===== config.mk =====
export PLATFORM = sky130hd
export DESIGN_NAME = dao_sequencer
export DESIGN_NICKNAME = d
export VERILOG_FILES = /design/src/dao_pkg.sv /design/src/dao_sequencer.sv
export SDC_FILE = /design/constraint.sdc
export NUM_CORES = 1
export LEC_CHECK = 0
export ABC_AREA = 1
export BUFFER_PORTS_ARGS = -buffer_cell sky130_fd_sc_hd__buf_2
export CAP_MARGIN = 20
export CORE_ASPECT_RATIO = 1.75
export CORE_MARGIN = 10
export CORE_UTILIZATION = 39
export CTS_BUF_LIST = sky130_fd_sc_hd__clkbuf_2
export CTS_CLUSTER_DIAMETER = 150
export DETAILED_ROUTE_END_ITERATION = 10
export GPL_TIMING_DRIVEN = 0
export PLACE_DENSITY_LB_ADDON = 0.3
export SYNTH_ARGS = -nofsm -noshare
export SYNTH_HDL_FRONTEND = slang
export SYNTH_SLANG_ARGS = --single-unit

===== constraint.sdc =====
create_clock -name clk_sys_in -period 2.9 [get_ports clk_sys_in]
set_input_delay 0.145 -clock clk_sys_in [delete_from_list [all_inputs] [get_ports clk_sys_in]]
set_output_delay 0.145 -clock clk_sys_in [all_outputs]
set_load 0.02 [all_outputs]

===== src/dao_pkg.sv =====
`default_nettype none
// ==========================================
// shared constants
package dao_pkg;
  localparam int CODE_W = 10;
  localparam int DIN_W = 12;
  localparam int FIFO_DEPTH = 16;
  localparam int PIPE_STG = 3;
  // code limits, offset binary
  localparam logic signed [11:0] IN_MIN = -12'sh200;
  localparam logic signed [11:0] IN_MAX = 12'sh1ff;
  localparam logic signed [11:0] CODE_MID = 12'sh200;
  localparam logic [9:0] CODE_NEG_FS = 10'h000;
  localparam logic [9:0] CODE_POS_FS = 10'h3ff;
  // register byte offsets
  localparam logic [3:0] OFS_CTRL = 4'h0;
  localparam logic [3:0] OFS_STATUS = 4'h4;
  localparam logic [3:0] OFS_DATA = 4'h8;
  localparam logic [3:0] OFS_COUNT = 4'hc;
  // ctrl fields
  localparam int CTRL_OBS = 0;
  localparam int CTRL_RANGE = 1;
  localparam int CTRL_PD = 2;
  localparam int CTRL_STANDBY_PIN = 3;
  localparam logic [3:0] CTRL_RST = 4'h1;
  // status fields
  localparam int ST_RUN = 0;
  localparam int ST_NEMPTY = 1;
  localparam int ST_OVF = 2;
  localparam int ST_LVL = 8;
  localparam logic [31:0] RD_ZERO = 32'h0000_0000;
endpackage
`default_nettype wire


===== src/dao_sequencer.sv =====
`timescale 1ns/1ps
`default_nettype none

// ==========================================
// fifo
module dao_fifo #(
  parameter int WIDTH = 20,
  parameter int DEPTH = 16
) (
  input wire logic clk_sys_in,
  input wire logic rst_in,
  input wire logic in_valid_in,
  output logic in_ready_out,
  input wire logic [WIDTH-1:0] in_data_in,
  output logic out_valid_out,
  input wire logic out_ready_in,
  output logic [WIDTH-1:0] out_data_out,
  output logic [$clog2(DEPTH+1)-1:0] level_out
);
  localparam int AW = $clog2(DEPTH);
  localparam int CW = $clog2(DEPTH+1);
  initial begin
    if (DEPTH < 2 || (1 << AW) != DEPTH) begin
      $error("depth must be a power of two");
    end
  end
  logic [WIDTH-1:0] mem_r [DEPTH];
  logic [AW-1:0] wp_r;
  logic [AW-1:0] rp_r;
  logic [CW-1:0] cnt_r;
  wire push = in_valid_in & in_ready_out;
  wire pop = out_valid_out & out_ready_in;
  assign in_ready_out = cnt_r != CW'(DEPTH);
  assign out_valid_out = cnt_r != '0;
  assign out_data_out = mem_r[rp_r];
  assign level_out = cnt_r;
  always_ff @(posedge clk_sys_in) begin
    if (push) begin
      mem_r[wp_r] <= in_data_in;
    end
  end
  always_ff @(posedge clk_sys_in) begin
    if (rst_in) begin
      wp_r <= '0;
      rp_r <= '0;
      cnt_r <= '0;
    end else begin
      wp_r <= wp_r + AW'(push);
      rp_r <= rp_r + AW'(pop);
      cnt_r <= cnt_r + CW'(push) - CW'(pop);
    end
  end
endmodule

// ==========================================
// converter output sequencer
module dao_sequencer #(
  parameter int CODE_W = dao_pkg::CODE_W,
  parameter int DIN_W = dao_pkg::DIN_W,
  parameter int FIFO_DEPTH = dao_pkg::FIFO_DEPTH
) (
  input wire logic clk_sys_in,
  input wire logic rst_in,
  input wire logic conv_clk_in,
  input wire logic signed [DIN_W-1:0] chan_a_in,
  input wire logic signed [DIN_W-1:0] chan_b_in,
  output logic [CODE_W-1:0] chan_a_out,
  output logic [CODE_W-1:0] chan_b_out,
  output logic chan_ind_out,
  input wire logic [3:0] avs_address,
  input wire logic avs_read,
  input wire logic avs_write,
  input wire logic [31:0] avs_writedata,
  input wire logic [3:0] avs_byteenable,
  output logic [31:0] avs_readdata,
  output logic avs_waitrequest
);
  initial begin
    if (CODE_W != 10 || DIN_W != 12) begin
      $error("code width 10 and input width 12 only");
    end
  end
  localparam int LW = $clog2(FIFO_DEPTH+1);

  function automatic logic signed [11:0] dao_scale(
    input logic signed [11:0] v,
    input logic g
  );
    return g ? (v >>> 1) : v;
  endfunction

  function automatic logic [9:0] dao_quant(
    input logic signed [11:0] v,
    input logic g
  );
    logic signed [11:0] s;
    s = dao_scale(v, g);
    if (s < dao_pkg::IN_MIN) begin
      return dao_pkg::CODE_NEG_FS;
    end else if (s > dao_pkg::IN_MAX) begin
      return dao_pkg::CODE_POS_FS;
    end
    return 10'(s + dao_pkg::CODE_MID);
  endfunction

  // ==========================================
  // input synchronisers
  logic ck_s1_r, ck_s2_r, ck_s3_r;
  logic signed [11:0] a_s1_r, a_s2_r, b_s1_r, b_s2_r;
  always_ff @(posedge clk_sys_in) begin
    ck_s1_r <= conv_clk_in;
    ck_s2_r <= ck_s1_r;
    ck_s3_r <= ck_s2_r;
    a_s1_r <= chan_a_in;
    a_s2_r <= a_s1_r;
    b_s1_r <= chan_b_in;
    b_s2_r <= b_s1_r;
  end
  wire rise_evt = ck_s2_r & ~ck_s3_r;
  wire fall_evt = ~ck_s2_r & ck_s3_r;

  // ==========================================
  // registers
  logic [3:0] ctrl_r;
  logic ovf_r;
  logic ack_r;
  logic [31:0] rdata_r;
  logic [31:0] count_r;
  wire obs = ctrl_r[dao_pkg::CTRL_OBS];
  wire gain = ctrl_r[dao_pkg::CTRL_RANGE];
  wire run = ~ctrl_r[dao_pkg::CTRL_PD] & ~ctrl_r[dao_pkg::CTRL_STANDBY_PIN];
  wire req = avs_read | avs_write;
  wire acc = req & ack_r;
  wire sel_ctrl = avs_address == dao_pkg::OFS_CTRL;
  wire sel_st = avs_address == dao_pkg::OFS_STATUS;
  wire sel_data = avs_address == dao_pkg::OFS_DATA;
  wire sel_cnt = avs_address == dao_pkg::OFS_COUNT;
  wire wr_ctrl = acc & avs_write & sel_ctrl & avs_byteenable[0];
  wire clr_ovf = acc & avs_write & sel_st & avs_byteenable[0] &
    avs_writedata[dao_pkg::ST_OVF];
  assign avs_waitrequest = req & ~ack_r;
  assign avs_readdata = rdata_r;

  // ==========================================
  // fifo of results
  logic fifo_in_ready, fifo_out_valid;
  logic [19:0] fifo_out_data;
  logic [LW-1:0] fifo_level;
  logic push;
  wire pop = acc & avs_read & sel_data;
  wire [31:0] st_word = {16'h0000, 3'b000, 5'(fifo_level), 5'b00000,
    ovf_r, fifo_out_valid, run};
  wire [31:0] rd_mux = sel_ctrl ? {28'h0000000, ctrl_r} :
    sel_st ? st_word :
    sel_data ? {12'h000, fifo_out_data} :
    sel_cnt ? count_r : dao_pkg::RD_ZERO;

  // ==========================================
  // conversion pipeline
  logic [2:0][9:0] pa_r, pb_r;
  logic [2:0] pv_r;
  logic [9:0] hold_b_r;
  logic hold_v_r;
  logic [9:0] a_out_r, b_out_r;
  logic ind_r;
  wire [9:0] qa = dao_quant(a_s2_r, gain);
  wire [9:0] qb = dao_quant(b_s2_r, gain);
  wire samp = fall_evt & run;
  wire out_evt = rise_evt & pv_r[2];
  assign chan_a_out = a_out_r;
  assign chan_b_out = b_out_r;
  assign chan_ind_out = ind_r;
  assign push = out_evt;

  always_ff @(posedge clk_sys_in) begin
    if (rst_in) begin
      pv_r <= '0;
      pa_r <= '0;
      pb_r <= '0;
    end else if (!run) begin
      pv_r <= '0;
    end else if (samp) begin
      pa_r <= {pa_r[1:0], qa};
      pb_r <= {pb_r[1:0], qb};
      pv_r <= {pv_r[1:0], 1'b1};
    end
  end

  always_ff @(posedge clk_sys_in) begin
    if (rst_in) begin
      a_out_r <= '0;
      b_out_r <= '0;
      hold_b_r <= '0;
      hold_v_r <= 1'b0;
      ind_r <= 1'b0;
    end else if (out_evt) begin
      a_out_r <= pa_r[2];
      b_out_r <= obs ? pb_r[2] : b_out_r;
      hold_b_r <= pb_r[2];
      hold_v_r <= ~obs;
      ind_r <= 1'b1;
    end else if (fall_evt && hold_v_r) begin
      a_out_r <= hold_b_r;
      hold_v_r <= 1'b0;
      ind_r <= 1'b0;
    end
  end

  // ==========================================
  // bus slave
  always_ff @(posedge clk_sys_in) begin
    if (rst_in) begin
      ctrl_r <= dao_pkg::CTRL_RST;
      ack_r <= 1'b0;
      rdata_r <= '0;
      ovf_r <= 1'b0;
      count_r <= '0;
    end else begin
      ack_r <= req & ~ack_r;
      if (req && !ack_r) begin
        rdata_r <= avs_read ? rd_mux : dao_pkg::RD_ZERO;
      end
      if (wr_ctrl) begin
        ctrl_r <= avs_writedata[3:0];
      end
      if (push && !fifo_in_ready) begin
        ovf_r <= 1'b1;
      end else if (clr_ovf) begin
        ovf_r <= 1'b0;
      end
      count_r <= count_r + 32'(push);
    end
  end

  dao_fifo #(
    .WIDTH(20),
    .DEPTH(FIFO_DEPTH)
  ) u_fifo (
    .clk_sys_in(clk_sys_in),
    .rst_in(rst_in),
    .in_valid_in(push),
    .in_ready_out(fifo_in_ready),
    .in_data_in({pb_r[2], pa_r[2]}),
    .out_valid_out(fifo_out_valid),
    .out_ready_in(pop),
    .out_data_out(fifo_out_data),
    .level_out(fifo_level)
  );
endmodule
`default_nettype wire


==> impl_metrics.csv <==
group,metric,value,unit
outcome,run_status,"completed",
cells_and_area,area_growth,17.0,%
cells_and_area,layout-drive-gt1-share,0.164,
min_path,hold_start,"conv_clk_in",
die,floorplan.initialDensity,0.395,
clock_tree,clockBufferDepth,3,
synthesis,synth_top_area_share,0.448,
global_routing,antenna_found_initial,2,
clock_tree,clock_sinks,549,
sta,hold_ws,0.171,ns
cells_and_area,final_cell_mix,"382 x nand2_1, 320 x edfxtp_1, 301 x nor2_1",
synthesis,ys_seq_area_frac,0.662,
routing,routed_wirelength,67600,µm
cells_and_area,nNetsFinal,2474,
synthesis,synth_edf_count,320,
global_routing,grtUsageTotal,0.206,
critical_path,slowest_delay,0.65,ns
clock_tree,clock_latency,1.13,ns
cells_and_area,fin_area,25100,µm²
synthesis,synth-main-ff-cell,"edfxtp_1",
clock_tree,htreeDepth,3,
critical_path,crit_chain,"clkbuf_1, inv_1, clkbuf_1, o211ai_2, nand3_1, nand2_1, nand2_1, nand2_1, nand2_1, a21oi_1, dlygate4sd3_1",
synthesis,ys_ff_latch,549,
clock_tree,cts_tree,"built",
die,die-area,65100,µm²
clock_tree,cts_buffers,109,
synthesis,synth_cells,2090,
die,die_w,197,µm
sta,finalMaxSlewViolations,0,
routing,dr.pass1.iters,6,
sta,rsz0062_at_grt,"no",
routing,drtAntennaViolNets,0,
critical_path,required,3.89,ns
global_routing,grt_pass1_wl,101000,µm
sta,tightest_slew,1.11,ns
sta,slew_headroom,0.258,
die,placementRows,113,
global_routing,grt_pass1_vias,17100,
run,drv_cap,0,
routing,wl_per_cell,21.3,µm
critical_path,crit_type,"flip-flop to flip-flop",
critical_path,start_kind,"flip-flop",
sta,setup_tns,0,ns
cells_and_area,final_common_cell,"nand2_1",
sta,max_freq,356,MHz
critical_path,crit_start,"u_fifo.rp_r[2]",
critical_path,arrival,3.80,ns
sta,fin_skew,0.0741,ns
power,power.density,543,nW/µm²
clock_tree,cts-root-buf,"clkbuf_2",
sta,fin_crit,2.81,ns
placement,dp_hpwl,47000,µm
sta,hold_violations,0,
placement,place_area,23100,µm²
placement,gp_congestion,0.938,
synthesis,synthArstFlopShare,0,
die,io_pins,123,
critical_path,r2r-start,"u_fifo.rp_r[2]",
routing,drtIter0Drc,1325,
sta,fin_crit_sh,0.969,
critical_path,worstPathMaxFanout,10,
power,worst_ir_drop_vdd,0.463,mV
synthesis,avgSynthCellArea,10.3,µm²
critical_path,slowest_stage,"clkbuf_1",
min_path,holdCritPathClass,"primary input to flip-flop",
synthesis,netlist_area,21400,µm²
global_routing,grt_max_degree,21,
placement,io_buffer_count,90,
routing,drc,0,
sta,setup_viol,0,
global_routing,overflow,0,
die,die_height,330,µm
synthesis,synth_area_leader_cell,"edfxtp_1",
critical_path,cp_common_cell,"nand2_1",
routing,viasPerCell,5.27,
synthesis,synth_area_leaders,"edfxtp_1 45%, dfxtp_1 21%, nand2_1 6.7%, nor2_1 5.6%, o21ai_0 4.5%",
synthesis,synth_warnings,0,
power,leakage,9.36,nW
critical_path,cp-end-kind,"flip-flop",
clock_tree,cts.clk_slew.worst_paths,0.12,ns
synthesis,ys_types,48,
routing,via_count,16800,
synthesis,synth_nets,2172,
die,core,54300,µm²
[layout make-up]
type,instances,area [µm²]
timing repair buffer,192,1630
multi-input combinational,1315,6370
sequential,549,14200
fill,5172,29200
inverter,110,413
clock inverter,35,179
buffer,115,561
antenna,2,5.00
tap,690,863
clock buffer,170,851
[worst paths after layout]
kind,to,slack (ns),depth (start not counted)
hold reg to reg,a_s2_r[4],0.32,0
setup reg to reg,avs_readdata[4],0.09,11
setup / recovery,avs_readdata[4],0.09,11
hold / removal,ck_s1_r,0.17,3
[cell usage after synthesis (5+ instances only)]
master and count:
buf_4 6, nor3_1 13, buf_2 30, ha_1 12, o21ai_1 13, inv_2 5
a31oi_1 8, inv_1 102, clkbuf_1 65, nand3_1 110, buf_1 8, buf_6 7
a21oi_1 123, nand4_1 8, xor2_1 6, o211ai_1 63, nand2_1 382, dfxtp_1 229
or2_0 5, nor2_1 318, edfxtp_1 320, a21oi_2 6, o21ai_0 193
[metal layers]
layer	share of wire	routed length (µm)	GRT usage
met1	0.34	22800	0.198
met2	0.53	35900	0.384
met3	0.061	4140	0.0392
met4	0.070	4760	0.148
met5	0	0	0
[cell families (layout without fill, tap and decap cells)]
| logic type | after synthesis | after routing | share of synthesized area |
|---|---|---|---|
| other cells | 0 | 2 | 0 |
| simple gates | 867 | 867 | 0.169 |
| flops | 549 | 549 | 0.662 |
| fa+ha+maj | 13 | 13 | 0.00794 |
| compound gates | 425 | 425 | 0.112 |
| xor+xnor | 10 | 10 | 0.00409 |
| buf+inv | 226 | 622 | 0.0448 |
[sequential cells by signal, summed over array words and instances, names as in the netlist, 4 cells and up]
| name | cells |
|---|---|
| u_fifo.mem_r | 320 |
| u_fifo.level_out | 5 |
| a_s1_r | 12 |
| a_s2_r | 12 |
| avs_readdata | 32 |
| hold_b_r | 10 |
| u_fifo.rp_r | 4 |
| chan_b_out | 10 |
| b_s1_r | 12 |
| ctrl_r | 4 |
| b_s2_r | 12 |
| u_fifo.wp_r | 4 |
| count_r | 32 |
| pa_r | 30 |
| pb_r | 30 |
| chan_a_out | 10 |
[where the power goes]
part / internal [mW] / total (mW) / switching (mW)
clock network: 1.66 / 4.60 / 2.94
registers: 8.36 / 8.53 / 0.175
logic: 0.189 / 0.485 / 0.295
total: 10.2 / 13.6 / 3.41
[repair_timing]
item                                    in CTS  in global routing
pin swaps                                    0                  1
hold buffers                                89                  0
setup buffers                                0                  1
resized for setup                            2                 24
endpoints found under the setup margin      16                 13
hold endpoints to repair                   162                  0
[metrics by stage]
step / total power [mW] / utilization / cells / setup slack, ns
6_report: 13.6 / 0.462 / 3178 / 0.0885
5_1_grt: 14.1 / 0.462 / 3178 / 0.0183
4_1_cts: 13.7 / 0.460 / 3174 / 0.0168
3_5_place_dp: 9.09 / 0.425 / 2881 / -0.529
3_3_place_gp: 9.07 / 0.419 / 2870 / -0.628
2_1_floorplan: 8.85 / - / 2090 / 0.328
[worst max-delay path, delay by kind of cell (launching register included)]
kind,cells,cell delay (ns)
AOI/OAI and AO/OA,2,0.24
DFF,1,0.32
and+or+nand+nor,5,0.52
buffers and inverters,4,1.57
Power figures use the tool's default switching activity.
